$ cat src/pkg/fsp_pkg.sv
// Constants and carrier types for the flash status-poll and identify host
// ---------------------------------------------------------------------------
// Behaviour
// RQ1: Host toggles output enable, chip select or both between status reads.
// RQ2: Host keeps one fixed address for every status read of a poll.
// RQ3: Toggle status is data line 6; its first and last values are undefined.
// RQ4: Identify mode: address bit 0 low gives maker code, high device code.
// RQ5: Device leaves identify mode on power loss and starts in normal mode.
// RQ6: Identify exit sequence returns device to normal array reads.
// RQ7: Host writes command words as data 7..0 and address 14..0.
// RQ8: Lockout enable sequence turns boot block lockout on.
// RQ9: Boot block sits at addresses 0000H to 1FFFH.
// RQ10: In chip erase, output enable high only with write and select low.
// RQ11: Host deems operation done after two equal consecutive status reads.
// ---------------------------------------------------------------------------
package fsp_pkg;
    localparam int FSP_AW = 16;
    localparam int FSP_DW = 8;
    localparam int FSP_CMD_AW = 15;
    localparam int FSP_TOGGLE_BIT = 6;
    localparam int FSP_ID_SEL_BIT = 0;
    localparam logic [15:0] FSP_BOOT_LO = 16'h0000;
    localparam logic [15:0] FSP_BOOT_HI = 16'h1FFF;
    localparam logic [15:0] FSP_ID_MAKER_ADDR = 16'h0000;
    localparam logic [15:0] FSP_ID_DEV_ADDR = 16'h0001;
    // Timing in ns, period 4 ns at 250 MHz
    localparam int FSP_CLK_NS = 4;
    localparam int FSP_ACC_NS = 55;
    localparam int FSP_WP_NS = 90;
    localparam int FSP_WPH_NS = 90;
    localparam int FSP_OEHP_NS = 150;
    localparam int FSP_AH_NS = 50;
    localparam int FSP_ACC_CYC = (FSP_ACC_NS + FSP_CLK_NS - 1) / FSP_CLK_NS;
    localparam int FSP_WP_CYC = (FSP_WP_NS + FSP_CLK_NS - 1) / FSP_CLK_NS;
    localparam int FSP_WPH_CYC = (FSP_WPH_NS + FSP_CLK_NS - 1) / FSP_CLK_NS;
    localparam int FSP_OEHP_CYC = (FSP_OEHP_NS + FSP_CLK_NS - 1) / FSP_CLK_NS;
    localparam int FSP_TW = 8;

    // One bus step asked of the pin engine
    typedef struct packed {
        logic write;
        logic [FSP_AW-1:0] addr;
        logic [FSP_DW-1:0] data;
    } fsp_step_t;

    // Host command codes
    typedef enum logic [1:0] {
        FSP_OP_READ,
        FSP_OP_WRITE,
        FSP_OP_POLL
    } fsp_op_t;

    // Address used as command word: only lines 14..0 are meaningful
    function automatic logic [FSP_AW-1:0] fsp_cmd_addr(
        input logic [FSP_AW-1:0] a);
        fsp_cmd_addr = {1'b0, a[FSP_CMD_AW-1:0]};
    endfunction

    function automatic logic fsp_in_boot(input logic [FSP_AW-1:0] a);
        fsp_in_boot = (a >= FSP_BOOT_LO) && (a <= FSP_BOOT_HI);
    endfunction
endpackage

$ cat src/rtl/fsp_bus_cycle.sv
// Pin engine: one read or write cycle on the parallel flash bus
`timescale 1ns/10ps
`default_nettype none
module fsp_bus_cycle
    import fsp_pkg::*;
(
    // Clock and reset
    input wire logic clk,
    input wire logic rst_b,
    // Step request
    input wire logic start,
    input wire fsp_step_t step,
    output logic busy,
    output logic done,
    output logic [FSP_DW-1:0] rdata,
    // Flash pins
    output logic ce_b,
    output logic oe_b,
    output logic we_b,
    output logic [FSP_AW-1:0] addr,
    output logic [FSP_DW-1:0] dq_o,
    output logic dq_oe,
    input wire logic [FSP_DW-1:0] dq_i
);
    typedef enum {FSP_C_IDLE, FSP_C_ACT, FSP_C_REC} fsp_cyc_t;
    fsp_cyc_t st;
    logic [FSP_TW-1:0] cnt;
    logic is_wr;
    // Three-stage synchroniser on the data pins
    logic [FSP_DW-1:0] s1, s2, s3;

    // ---------------------------------------------------------------
    // Input synchroniser
    // ---------------------------------------------------------------
    always_ff @(posedge clk or negedge rst_b) begin
        if (!rst_b) begin
            s1 <= '0;
            s2 <= '0;
            s3 <= '0;
        end else begin
            s1 <= dq_i;
            s2 <= s1;
            s3 <= s2;
        end
    end

    // Active phase covers access or write pulse; recovery keeps strobes
    // high long enough to form a distinct toggle edge for status reads
    always_ff @(posedge clk or negedge rst_b) begin
        if (!rst_b) begin
            st <= FSP_C_IDLE;
            cnt <= '0;
            is_wr <= 1'b0;
            ce_b <= 1'b1;
            oe_b <= 1'b1;
            we_b <= 1'b1;
            addr <= '0;
            dq_o <= '0;
            dq_oe <= 1'b0;
            rdata <= '0;
            done <= 1'b0;
        end else begin
            done <= 1'b0;
            case (st)
                FSP_C_IDLE: begin
                    if (start) begin
                        is_wr <= step.write;
                        addr <= step.addr;
                        dq_o <= step.data;
                        dq_oe <= step.write;
                        ce_b <= 1'b0;
                        we_b <= !step.write;
                        // Output enable held high while writing: RQ10
                        oe_b <= step.write;
                        cnt <= step.write ? FSP_TW'(FSP_WP_CYC)
                                          : FSP_TW'(FSP_ACC_CYC + 3);
                        st <= FSP_C_ACT;
                    end
                end
                FSP_C_ACT: begin
                    if (cnt != '0) begin
                        cnt <= cnt - 1'b1;
                    end else begin
                        // Settled data only after synchroniser agrees
                        if (!is_wr && s2 == s3) begin
                            rdata <= s3;
                        end
                        we_b <= 1'b1;
                        ce_b <= 1'b1;
                        oe_b <= 1'b1; // RQ1
                        cnt <= FSP_TW'(FSP_OEHP_CYC);
                        st <= FSP_C_REC;
                    end
                end
                FSP_C_REC: begin
                    if (cnt != '0) begin
                        cnt <= cnt - 1'b1;
                    end else begin
                        dq_oe <= 1'b0;
                        done <= 1'b1;
                        st <= FSP_C_IDLE;
                    end
                end
                default: st <= FSP_C_IDLE;
            endcase
        end
    end

    assign busy = (st != FSP_C_IDLE);

    a_wr_oe_high: assert property (@(posedge clk) disable iff (!rst_b) // RQ10
        !we_b |-> !ce_b && oe_b)
        else $error("output enable low during write pulse");
    a_rec_strobes: assert property (@(posedge clk) disable iff (!rst_b) // RQ1
        $rose(ce_b) |-> ce_b [*8])
        else $error("select high pulse too short");
    a_addr_stable: assert property (@(posedge clk) disable iff (!rst_b) // RQ2
        !ce_b |-> $stable(addr) || $fell(ce_b))
        else $error("address moved during cycle");
    c_write: cover property (@(posedge clk) disable iff (!rst_b)
        $fell(we_b));
endmodule
`default_nettype wire

$ cat src/rtl/fsp_host.sv
// Host controller: reads, command writes and toggle-bit status polling
`timescale 1ns/10ps
`default_nettype none
module fsp_host
    import fsp_pkg::*;
#(
    parameter int POLL_MAX = 100000
)
(
    // Clock and reset
    input wire logic CLK,
    input wire logic RST_B,
    // User request
    input wire logic REQ_VALID,
    output logic REQ_READY,
    input wire fsp_op_t REQ_OP,
    input wire logic [FSP_AW-1:0] REQ_ADDR,
    input wire logic [FSP_DW-1:0] REQ_DATA,
    // User answer
    output logic RSP_VALID,
    output logic [FSP_DW-1:0] RSP_DATA,
    output logic RSP_TIMEOUT,
    output logic RSP_BOOT,
    // Flash pins
    output logic CE_B,
    output logic OE_B,
    output logic WE_B,
    output logic [FSP_AW-1:0] ADDR,
    output logic [FSP_DW-1:0] DQ_O,
    output logic DQ_OE,
    input wire logic [FSP_DW-1:0] DQ_I
);
    typedef enum {FSP_H_IDLE, FSP_H_CYC, FSP_H_POLL} fsp_host_st_t;
    fsp_host_st_t st;
    fsp_op_t op;
    fsp_step_t step;
    logic start, busy, done;
    logic [FSP_DW-1:0] rdata;
    logic first, prev_tog;
    logic [31:0] polls;
    logic accept, poll_same, poll_limit;
    // Pin-level watch state for the assertions below
    logic [FSP_AW-1:0] poll_pin_addr;
    logic [FSP_TW-1:0] oe_gap;

    fsp_bus_cycle u_cyc (
        .clk(CLK),
        .rst_b(RST_B),
        .start(start),
        .step(step),
        .busy(busy),
        .done(done),
        .rdata(rdata),
        .ce_b(CE_B),
        .oe_b(OE_B),
        .we_b(WE_B),
        .addr(ADDR),
        .dq_o(DQ_O),
        .dq_oe(DQ_OE),
        .dq_i(DQ_I)
    );

    assign REQ_READY = (st == FSP_H_IDLE) && !busy;
    assign accept = REQ_VALID && REQ_READY;
    // Two equal status reads in a row end a poll; the first read only
    // seeds the comparison, as it may catch the line mid-transition
    assign poll_same = !first
        && (rdata[FSP_TOGGLE_BIT] == prev_tog); // RQ11
    // A status line that never settles must not hang the user
    assign poll_limit = (polls >= 32'(POLL_MAX));

    // ---------------------------------------------------------------
    // Sequencer
    // ---------------------------------------------------------------
    // State: a poll stays until two reads agree or the read limit is hit
    always_ff @(posedge CLK or negedge RST_B) begin
        if (!RST_B) begin
            st <= FSP_H_IDLE;
        end else begin
            case (st)
                FSP_H_IDLE: begin
                    if (accept) begin
                        st <= (REQ_OP == FSP_OP_POLL) ? FSP_H_POLL
                                                      : FSP_H_CYC;
                    end
                end
                FSP_H_CYC: begin
                    if (done) begin
                        st <= FSP_H_IDLE;
                    end
                end
                FSP_H_POLL: begin
                    if (done && (poll_same || poll_limit)) begin
                        st <= FSP_H_IDLE;
                    end
                end
                default: st <= FSP_H_IDLE;
            endcase
        end
    end

    // Request capture; the step is held untouched for a whole poll
    always_ff @(posedge CLK or negedge RST_B) begin
        if (!RST_B) begin
            op <= FSP_OP_READ;
            step <= '0;
            RSP_BOOT <= 1'b0;
        end else if (accept) begin
            op <= REQ_OP;
            step.write <= (REQ_OP == FSP_OP_WRITE);
            // Command words use address lines 14..0 only
            step.addr <= (REQ_OP == FSP_OP_WRITE)
                ? fsp_cmd_addr(REQ_ADDR) : REQ_ADDR; // RQ7
            step.data <= REQ_DATA;
            RSP_BOOT <= fsp_in_boot(REQ_ADDR); // RQ9
        end
    end

    // Start strobe: once on accept, then after every undecided poll read
    always_ff @(posedge CLK or negedge RST_B) begin
        if (!RST_B) begin
            start <= 1'b0;
        end else begin
            start <= accept || (st == FSP_H_POLL && done
                && !poll_same && !poll_limit); // RQ2
        end
    end

    // Poll bookkeeping: last status bit and number of reads so far
    always_ff @(posedge CLK or negedge RST_B) begin
        if (!RST_B) begin
            first <= 1'b1;
            prev_tog <= 1'b0;
            polls <= '0;
        end else if (accept) begin
            first <= 1'b1;
            polls <= '0;
        end else if (st == FSP_H_POLL && done) begin
            prev_tog <= rdata[FSP_TOGGLE_BIT]; // RQ3
            polls <= polls + 32'h1;
            first <= 1'b0;
        end
    end

    // Answer: one-cycle valid, data and timeout flag stand until the next one
    always_ff @(posedge CLK or negedge RST_B) begin
        if (!RST_B) begin
            RSP_VALID <= 1'b0;
            RSP_DATA <= '0;
            RSP_TIMEOUT <= 1'b0;
        end else begin
            RSP_VALID <= 1'b0;
            if (st == FSP_H_CYC && done) begin
                RSP_DATA <= rdata;
                RSP_TIMEOUT <= 1'b0;
                RSP_VALID <= 1'b1;
            end else if (st == FSP_H_POLL && done
                && (poll_same || poll_limit)) begin
                RSP_DATA <= rdata; // RQ11
                RSP_TIMEOUT <= !poll_same;
                RSP_VALID <= 1'b1;
            end
        end
    end

    // ---------------------------------------------------------------
    // Pin-level watch
    // ---------------------------------------------------------------
    // Poll address taken from the request itself, not from the step path
    always_ff @(posedge CLK or negedge RST_B) begin
        if (!RST_B) begin
            poll_pin_addr <= '0;
        end else if (accept) begin
            poll_pin_addr <= REQ_ADDR;
        end
    end

    // Strobe-high cycles, saturating, so a long idle counts as long
    always_ff @(posedge CLK or negedge RST_B) begin
        if (!RST_B) begin
            oe_gap <= '1;
        end else if (!OE_B) begin
            oe_gap <= '0;
        end else if (oe_gap != '1) begin
            oe_gap <= oe_gap + 1'b1;
        end
    end

    // ---------------------------------------------------------------
    // Assertions and covers
    // ---------------------------------------------------------------
    a_poll_addr: assert property (@(posedge CLK) disable iff (!RST_B) // RQ2
        st == FSP_H_POLL && start && !first |-> $stable(step.addr))
        else $error("poll address changed");
    a_poll_pins: assert property (@(posedge CLK) disable iff (!RST_B) // RQ2
        st == FSP_H_POLL && !CE_B |-> ADDR == poll_pin_addr)
        else $error("poll read on another address");
    a_poll_finish: assert property (@(posedge CLK) disable iff (!RST_B) // RQ11
        st == FSP_H_POLL && done && !first
        && rdata[FSP_TOGGLE_BIT] == prev_tog |=> RSP_VALID)
        else $error("poll did not finish on equal reads");
    a_poll_first: assert property (@(posedge CLK) disable iff (!RST_B) // RQ3
        st == FSP_H_POLL && done && first && POLL_MAX > 0
        |=> !RSP_VALID)
        else $error("poll ended on first read");
    a_cmd_addr: assert property (@(posedge CLK) disable iff (!RST_B) // RQ7
        !WE_B |-> ADDR[FSP_AW-1] == 1'b0)
        else $error("command address above line 14");
    a_erase_oe: assert property (@(posedge CLK) disable iff (!RST_B) // RQ10
        !WE_B |-> OE_B && !CE_B)
        else $error("output enable not high while writing");
    a_toggle_edge: assert property (@(posedge CLK) disable iff (!RST_B) // RQ1
        st == FSP_H_POLL && $fell(OE_B)
        |-> oe_gap >= FSP_TW'(FSP_OEHP_CYC))
        else $error("strobe high pulse too short between status reads");
    a_boot_flag: assert property (@(posedge CLK) disable iff (!RST_B) // RQ9
        accept && REQ_ADDR <= FSP_BOOT_HI |=> RSP_BOOT)
        else $error("boot block flag missing");
    a_boot_clear: assert property (@(posedge CLK) disable iff (!RST_B) // RQ9
        accept && REQ_ADDR > FSP_BOOT_HI |=> !RSP_BOOT)
        else $error("boot block flag set outside the block");
    a_rsp_pulse: assert property (@(posedge CLK) disable iff (!RST_B)
        RSP_VALID |=> !RSP_VALID)
        else $error("answer longer than one cycle");
    c_poll_done: cover property (@(posedge CLK) disable iff (!RST_B)
        st == FSP_H_POLL ##1 RSP_VALID && !RSP_TIMEOUT);
    c_read: cover property (@(posedge CLK) disable iff (!RST_B)
        st == FSP_H_CYC && done && op == FSP_OP_READ);
    c_timeout: cover property (@(posedge CLK) disable iff (!RST_B)
        RSP_VALID && RSP_TIMEOUT);
endmodule
`default_nettype wire

$ cat config.mk
export PLATFORM = sky130hd
export DESIGN_NAME = fsp_host
export DESIGN_NICKNAME = d
export VERILOG_FILES = /design/src/pkg/fsp_pkg.sv /design/src/rtl/fsp_bus_cycle.sv /design/src/rtl/fsp_host.sv
export SDC_FILE = /design/constraint.sdc
export NUM_CORES = 1
export LEC_CHECK = 0
export BUFFER_PORTS_ARGS = -buffer_cell sky130_fd_sc_hd__buf_4
export CAP_MARGIN = 20
export CORE_MARGIN = 2
export CORE_UTILIZATION = 40
export CTS_BUF_LIST = sky130_fd_sc_hd__clkbuf_2 sky130_fd_sc_hd__clkbuf_4 sky130_fd_sc_hd__clkbuf_8
export CTS_CLUSTER_SIZE = 8
export DETAILED_ROUTE_END_ITERATION = 10
export PLACE_DENSITY = 0.7
export RECOVER_POWER = 50
export SYNTH_ARGS = -nofsm -noshare
export SYNTH_HDL_FRONTEND = slang
export SYNTH_HIERARCHICAL = 1
export SYNTH_SLANG_ARGS = --single-unit
export TNS_END_PERCENT = 1
$ cat constraint.sdc
create_clock -name CLK -period 2.2 [get_ports CLK]
set_input_delay 0.66 -clock CLK [delete_from_list [all_inputs] [get_ports CLK]]
set_output_delay 0.66 -clock CLK [all_outputs]
set_load 0.02 [all_outputs]
* Word level (Yosys, flattened, before mapping)
Cells that the tools add are included.
** Operators by class
- Reductions and logical operators :: 37
- Eq/ne operators :: 17
- Bitwise logic cells :: 2
- Magnitude comparators :: 3
- $add $sub $neg :: 2
- Mux-type cells :: 36
** Operators by type and width (number)
- $mux 32 :: 8
- $pmux 32 s3 :: 2
- $eq 32x2->1 const B :: 3
- $logic_not 32->1 :: 3
- $eq 32x1->1 const B :: 2
- $mux 8 :: 5
- $add 32x1->32 const B :: 1
- $eq 32x3->1 const B :: 1
- $ge 32x17->1 const B :: 1
- $reduce_bool 32->1 :: 1
- $pmux 8 s3 :: 1
- $reduce_and 3->1 :: 6
- $ge 16x1->1 const B :: 1
- $le 16x13->1 const B :: 1
- $mux 16 :: 1
- $mux 1 :: 13
- $logic_and 1x1->1 :: 11
- $ne 2x2->1 const B :: 5
- $eq 8x8->1 :: 1
- $pmux 1 s2 :: 4
- $reduce_bool 2->1 :: 4
- $reduce_bool 8->1 :: 1
- $sub 8x1->8 const B :: 1
- $logic_not 1->1 :: 6
- other kinds (10) :: 14
** Storage, ports and cells
- Bits of input ports :: 37
- Word-level logic and storage cells :: 123
- Register bits :: 205
- Output and inout port bits :: 40

* Longest topological paths before layout
- Depth in word-level cells :: 6
- Depth in mapped cells :: 9
- Gate-level depth less buffers :: 8

* By module
Netlist, hierarchy kept.
** By module, submodules not included
- fsp_host :: cells each 365, area an instance 3478.3 sq um, instances 1, sequential area each 1828.0 sq um
- fsp_bus_cycle :: cells each 207, area an instance 2890.3 sq um, instances 1, sequential area each 1805.5 sq um

* Worst setup path before layout
No wires, ideal clock.
- Kind :: reg2reg
- Start point :: reg u_cyc.st[0]
- End point :: reg polls[10]
- Path buffers :: 2
- Data required time :: 2.068 ns
- Data arrival time :: 2.092 ns
- Slack :: -0.024 ns
- Cell stages (with the launch flop) :: 9
- Clock period less this slack :: 2.224 ns
- Library setup time :: 0.132 ns
- Cells stage by stage :: dfrtp_1 > inv_1 > ha_1 > inv_1 > nor3_1 > and2_1 > buf_2 > buf_1 > nor2_1
** Between the ends
- Longest elaborated chain between the ends :: 5
- Elaborated cells on any way between the ends :: 6
- Classes of those cells :: mux: 1; reduce/logical: 5
** Ends and longest elaborated chain
- from (decl) :: RTL line fsp_bus_cycle.sv:26 : fsp_cyc_t st;
- from (signal assigned) :: RTL line fsp_bus_cycle.sv:51 : st <= FSP_C_IDLE;
- from (signal assigned) :: RTL line fsp_bus_cycle.sv:77 : st <= FSP_C_ACT;
- from (signal assigned) :: RTL line fsp_bus_cycle.sv:92 : st <= FSP_C_REC;
- $reduce_bool 32->1 * :: RTL line fsp_bus_cycle.sv:109 : assign busy = (st != FSP_C_IDLE);
- named net busy :: RTL line fsp_host.sv:37 : logic start, busy, done;
- $logic_not 1->1 * :: RTL line fsp_host.sv:63 : assign REQ_READY = (st == FSP_H_IDLE) && !busy;
- $logic_and 1x1->1 * :: RTL line fsp_host.sv:63
- named net REQ_READY :: RTL line fsp_host.sv:15 : output logic REQ_READY,
- $logic_and 1x1->1 * :: RTL line fsp_host.sv:64 : assign accept = REQ_VALID && REQ_READY;
- $mux 32 / $reduce_bool 2->1 (equally long branches)
- to (signal assigned) :: RTL line fsp_host.sv:140 : polls <= polls + 32'h1;
- to (decl) :: RTL line fsp_host.sv:40 : logic [31:0] polls;
Mark *: on every way through the listed nets, which the timed path passes. The rest lies on a longest branch.
A chain may end at the register's enable or synchronous reset.

* Worst setup path in the final report
- Start point :: reg u_cyc.st[1]
- End point :: out REQ_READY
** Between the ends
- Longest elaborated chain between the ends :: 3
** Ends and longest elaborated chain (RTL line)
- $reduce_bool 32->1 :: fsp_bus_cycle.sv:109
- named net busy :: fsp_host.sv:37
- $logic_not 1->1 :: fsp_host.sv:63
- $logic_and 1x1->1 :: fsp_host.sv:63
- to (decl) :: fsp_host.sv:15
The timed path passes the listed nets, and every way through them passes these cells.

==> impl_metrics.prom <==
# TYPE chip_impl_metric gauge
chip_impl_metric{name="netSwitchingPower",unit="mW"} 1.120
chip_impl_metric{name="synth_mux_area_share",unit="%"} 5.835
chip_impl_metric{name="ys_async_sr_fraction",unit="%"} 100.0
chip_impl_metric{name="max_cap_viols",unit=""} 0
chip_impl_metric{name="cts_buffers",unit=""} 17
chip_impl_metric{name="yosys_register_bits",unit=""} 145
chip_impl_metric{name="detail_route.vias_per_cell",unit=""} 5.011
chip_impl_metric{name="slew_viol_final",unit=""} 0
chip_impl_metric{name="share_comb_of_total_power",unit="%"} 2.6
chip_impl_metric{name="grt_use_total",unit="%"} 16.79
chip_impl_metric{name="dp_hpwl",unit="µm"} 9265
chip_impl_metric{name="tcrit_tclk_final",unit="%"} 97.37
chip_impl_metric{name="via_count",unit=""} 4510
chip_impl_metric{name="post_cts_clock_slew_at_the_launch_and_capture_registers_of_the_worst_setup_and_hold_paths",unit="ns"} 0.09
chip_impl_metric{name="final_core_util",unit="%"} 49.33
chip_impl_metric{name="wire_length_of_the_first_global_routing_pass",unit="µm"} 22250
chip_impl_metric{name="cts_hold_buf",unit=""} 0
chip_impl_metric{name="slew-limit-headroom",unit="%"} 12.22
chip_impl_metric{name="post-route-min-period",unit="ns"} 2.142
chip_impl_metric{name="nFillCells",unit=""} 1402
chip_impl_metric{name="die_height",unit="µm"} 130.2
chip_impl_metric{name="seq_power_share",unit="%"} 55.1
chip_impl_metric{name="yosys_warnings",unit=""} 6
chip_impl_info{name="cp-end-kind",value="primary output"} 1
chip_impl_metric{name="initial_core_util",unit="%"} 40.53
chip_impl_info{name="final_cell_mix",value="sky130_fd_sc_hd__dfrtp_1 (141), sky130_fd_sc_hd__nand2_1 (101), sky130_fd_sc_hd__buf_4 (86), sky130_fd_sc_hd__nor2_1 (41), sky130_fd_sc_hd__mux2_2 (29)"} 1
chip_impl_metric{name="quantity_of_i_o_buffers_inserted_on_ports",unit=""} 76
chip_impl_metric{name="yosys.area_share.simple",unit="%"} 19.25
chip_impl_metric{name="critical_path.max_fanout",unit=""} 4
chip_impl_metric{name="core_area",unit="µm²"} 15710
chip_impl_metric{name="static-leakage-power",unit="nW"} 3.673
chip_impl_metric{name="critical_path.max_stage_delay",unit="ns"} 0.40
chip_impl_info{name="cp-start-kind",value="flop"} 1
chip_impl_info{name="critPathKind",value="flop to primary output"} 1
chip_impl_metric{name="sinks_on_the_clock_net",unit=""} 145
chip_impl_metric{name="synth_xor_xnor_area_share",unit="%"} 4.676
chip_impl_info{name="cpLargestDelayFamily",value="flip-flops"} 1
chip_impl_metric{name="hold_viol_final",unit=""} 0
chip_impl_metric{name="synthToLayoutAreaGrowth",unit="%"} 21.71
chip_impl_metric{name="pwr-share-clk",unit="%"} 42.3
chip_impl_info{name="synth_flop_cell",value="sky130_fd_sc_hd__dfrtp_1"} 1
chip_impl_metric{name="worstPathRequired",unit="ns"} 1.54
chip_impl_metric{name="irDropWorstVdd",unit="mV"} 0.4163
chip_impl_metric{name="clock_skew",unit="ns"} 0.01213
chip_impl_info{name="cts_root_buf",value="sky130_fd_sc_hd__clkbuf_8"} 1
chip_impl_metric{name="timing.critical_path.buf_inv",unit=""} 3
chip_impl_metric{name="design.final.nets",unit=""} 716
chip_impl_metric{name="number_of_global_route_vias_before_repair",unit=""} 4567
chip_impl_info{name="critical_path.cell_chain",value="inv_2, ha_4, inv_2, nor3_4, buf_6"} 1
chip_impl_info{name="rsz0062_at_grt",value="yes"} 1
chip_impl_metric{name="power.density_cell_area",unit="nW/µm²"} 631.8
chip_impl_metric{name="drt_wl_total",unit="µm"} 13140
chip_impl_metric{name="drt-initial-drc-count",unit=""} 315
chip_impl_metric{name="synthAdderAreaFrac",unit="%"} 1.572
chip_impl_info{name="min_path_type",value="primary input to flop"} 1
chip_impl_metric{name="sw_frac_of_total",unit="%"} 22.86
chip_impl_metric{name="cts_buffer_depth",unit=""} 2
chip_impl_metric{name="grt_overflow_total",unit=""} 0
chip_impl_metric{name="worstSkewPairLatency",unit="ns"} 0.44
chip_impl_info{name="synth_top_family_by_area",value="simple AND/OR/NAND/NOR gates"} 1
chip_impl_metric{name="insertedDiodeCount",unit=""} 0
chip_impl_info{name="critical_path.most_common_cell",value="sky130_fd_sc_hd__inv_2"} 1
chip_impl_metric{name="die_width",unit="µm"} 130.2
chip_impl_metric{name="critical_path_arrival",unit="ns"} 1.48
chip_impl_metric{name="grt_max_degree",unit=""} 54
chip_impl_metric{name="syn_area",unit="µm²"} 6369
chip_impl_metric{name="worst_pin_slew",unit="ns"} 1.317
chip_impl_metric{name="routed_wirelength_normalized_by_instance_count",unit="µm"} 14.60
chip_impl_metric{name="synth_compound_area_share",unit="%"} 8.507
chip_impl_metric{name="post_synth_num_cell_types",unit=""} 64
chip_impl_metric{name="internal_power",unit="mW"} 3.778
chip_impl_metric{name="timing.fmax",unit="MHz"} 466.8
chip_impl_metric{name="floorplan.rows",unit=""} 46
chip_impl_metric{name="synth-seq-area-share",unit="%"} 57.05
chip_impl_metric{name="dp.cells",unit=""} 861
chip_impl_metric{name="detailed_routing_iteration_count_for_the_pre_antenna_repair_pass",unit=""} 4
chip_impl_metric{name="final_cell_count_no_fill",unit=""} 900
chip_impl_metric{name="final_estimated_routing_congestion_in_global_placement",unit=""} 0.8762
chip_impl_metric{name="remaining_drc_errors",unit=""} 0
chip_impl_metric{name="layout-drive-gt1-share",unit="%"} 29.24
chip_impl_metric{name="setup-violations-final",unit=""} 0
chip_impl_metric{name="i_o_pin_count",unit=""} 77
chip_impl_metric{name="synthesis.nets",unit=""} 617
chip_impl_metric{name="syn_area_per_cell",unit="µm²"} 11.13
chip_impl_info{name="critical_path.slowest_cell",value="sky130_fd_sc_hd__dfrtp_1"} 1
chip_impl_info{name="mostFrequentLayoutCell",value="sky130_fd_sc_hd__dfrtp_1"} 1
chip_impl_metric{name="synthCells",unit=""} 572
chip_impl_metric{name="cts.htree.levels",unit=""} 4
chip_impl_metric{name="antenna_found_initial",unit=""} 0
chip_impl_metric{name="edff_count_synth",unit=""} 0
chip_impl_info{name="status",value="finished clean"} 1
chip_impl_metric{name="fp.dieArea",unit="µm²"} 16950
chip_impl_metric{name="final_antenna_net_count",unit=""} 0
chip_impl_info{name="tritoncts_clock_tree",value="built"} 1
chip_impl_metric{name="hold-worst-slack",unit="ns"} 0.3437
-- metal layers --
| metal | vias up | share of wire, % | routed length (µm) | track usage [%] |
|---|---|---|---|---|
| met5 | - | 0 | 0 | 0 |
| met4 | 0 | 0.99 | 130 | 6.831 |
| met3 | 10 | 6.4 | 837 | 5.699 |
| met2 | 132 | 48 | 6250 | 26.55 |
| met1 | 2193 | 45 | 5926 | 21.28 |
| li1 | 2175 | - | - | - |
-- power groups by stage --
stage	clock, mW	sequential (mW)	combinational, mW
2_1_floorplan	0	2.75	0.0154
3_3_place_gp	0	2.75	0.132
3_5_place_dp	0	2.75	0.135
4_1_cts	2.14	2.70	0.135
5_1_grt	2.25	2.70	0.144
6_report	2.07	2.70	0.126
-- cell type report --
class / count / area, µm² / share of cell area (%)
clock buffer: 18 / 241.5 / 3.115
multi-input combinational: 379 / 2565 / 33.09
inverter: 25 / 93.84 / 1.211
sequential: 145 / 3633 / 46.88
timing repair buffer: 103 / 792.0 / 10.22
clock inverter: 14 / 155.1 / 2.002
tap: 216 / 270.3 / 3.487
-- path summary, 6_finish.rpt --
| check | from | end | slack (ns) | cells past startpoint |
|---|---|---|---|---|
| setup / recovery | u_cyc/st[1] | REQ_READY | 0.06 | 5 |
| hold / removal | DQ_I[4] | u_cyc/s1[4] | 0.34 | 1 |
| setup reg to reg | u_cyc/cnt[1] | u_cyc/rdata[3] | 0.14 | 6 |
| hold reg to reg | u_cyc/s1[2] | u_cyc/s2[2] | 0.35 | 0 |
| max in group asynchronous | RST_B | step[14] | 0.46 | 2 |
| min in group asynchronous | RST_B | u_cyc/s2[1] | 0.50 | 1 |
-- timing repair --
item	CTS	global route
pin swaps	2	1
setup buffers	7	0
endpoints found under the setup margin	1	31
gates resized for setup	5	6
-- cell families (layout without fill, tap and decap cells) --
family	Yosys count	after routing
XOR/XNOR	34	34
AO/OA/AOI/OAI	76	76
buffers and inverters	48	160
AND/OR/NAND/NOR	228	228
multiplexers	33	33
flip-flops	145	145
adder cells (fa/ha/maj)	8	8
-- synthesized netlist by cell type, types with 3 or more instances --
cell / n / share of area [%]
sky130_fd_sc_hd__a21oi_1: 19 / 1.5
sky130_fd_sc_hd__a2bb2oi_1: 3 / 0.41
sky130_fd_sc_hd__and3_1: 3 / 0.29
sky130_fd_sc_hd__and4_1: 4 / 0.55
sky130_fd_sc_hd__buf_1: 6 / 0.35
sky130_fd_sc_hd__buf_2: 5 / 0.39
sky130_fd_sc_hd__buf_4: 3 / 0.35
sky130_fd_sc_hd__clkbuf_1: 9 / 0.53
sky130_fd_sc_hd__dfrtp_1: 141 / 55
sky130_fd_sc_hd__dfstp_2: 4 / 1.7
sky130_fd_sc_hd__ha_1: 8 / 1.6
sky130_fd_sc_hd__inv_1: 25 / 1.5
sky130_fd_sc_hd__mux2_1: 4 / 0.71
sky130_fd_sc_hd__mux2_2: 29 / 5.1
sky130_fd_sc_hd__nand2_1: 101 / 6.0
sky130_fd_sc_hd__nand2b_1: 3 / 0.29
sky130_fd_sc_hd__nand3_1: 12 / 0.94
sky130_fd_sc_hd__nand4_1: 4 / 0.39
sky130_fd_sc_hd__nor2_1: 41 / 2.4
sky130_fd_sc_hd__nor2b_1: 3 / 0.29
sky130_fd_sc_hd__nor3_1: 8 / 0.63
sky130_fd_sc_hd__nor3_2: 3 / 0.47
sky130_fd_sc_hd__nor4_1: 10 / 0.98
sky130_fd_sc_hd__nor4_2: 8 / 1.6
sky130_fd_sc_hd__o211ai_1: 9 / 1.1
sky130_fd_sc_hd__o21ai_0: 10 / 0.79
sky130_fd_sc_hd__o22ai_1: 3 / 0.29
sky130_fd_sc_hd__o31ai_1: 10 / 1.2
sky130_fd_sc_hd__or3_1: 5 / 0.49
sky130_fd_sc_hd__xnor2_1: 21 / 2.9
sky130_fd_sc_hd__xor2_1: 13 / 1.8
-- through the flow --
step | instance area (µm²) | setup TNS (ns) | setup slack, ns | total power, mW
2_1_floorplan | 6374 | 0 | 0.2109 | 2.764
3_3_place_gp | 7291 | 0 | 0.2089 | 2.882
3_5_place_dp | 7291 | 0 | 0.1181 | 2.886
4_1_cts | 7752 | 0 | 0.004106 | 4.970
5_1_grt | 7751 | -0.02616 | -0.02616 | 5.092
6_report | 7751 | 0 | 0.05783 | 4.897
-- state kept, by name, indices dropped and copies added, names as in the netlist --
register / count
RSP_TIMEOUT: 1
u_cyc/we_b: 1
u_cyc/dq_o: 8
polls: 32
u_cyc/s3: 8
RSP_BOOT: 1
start: 1
u_cyc/done: 1
u_cyc/rdata: 8
u_cyc/dq_oe: 1
u_cyc/st: 2
u_cyc/ce_b: 1
prev_tog: 1
u_cyc/cnt: 8
first: 1
RSP_DATA: 8
RSP_VALID: 1
u_cyc/s1: 8
u_cyc/oe_b: 1
u_cyc/addr: 16
u_cyc/is_wr: 1
st: 2
u_cyc/s2: 8
step: 25
No activity file was read; power rests on OpenSTA's default activity.
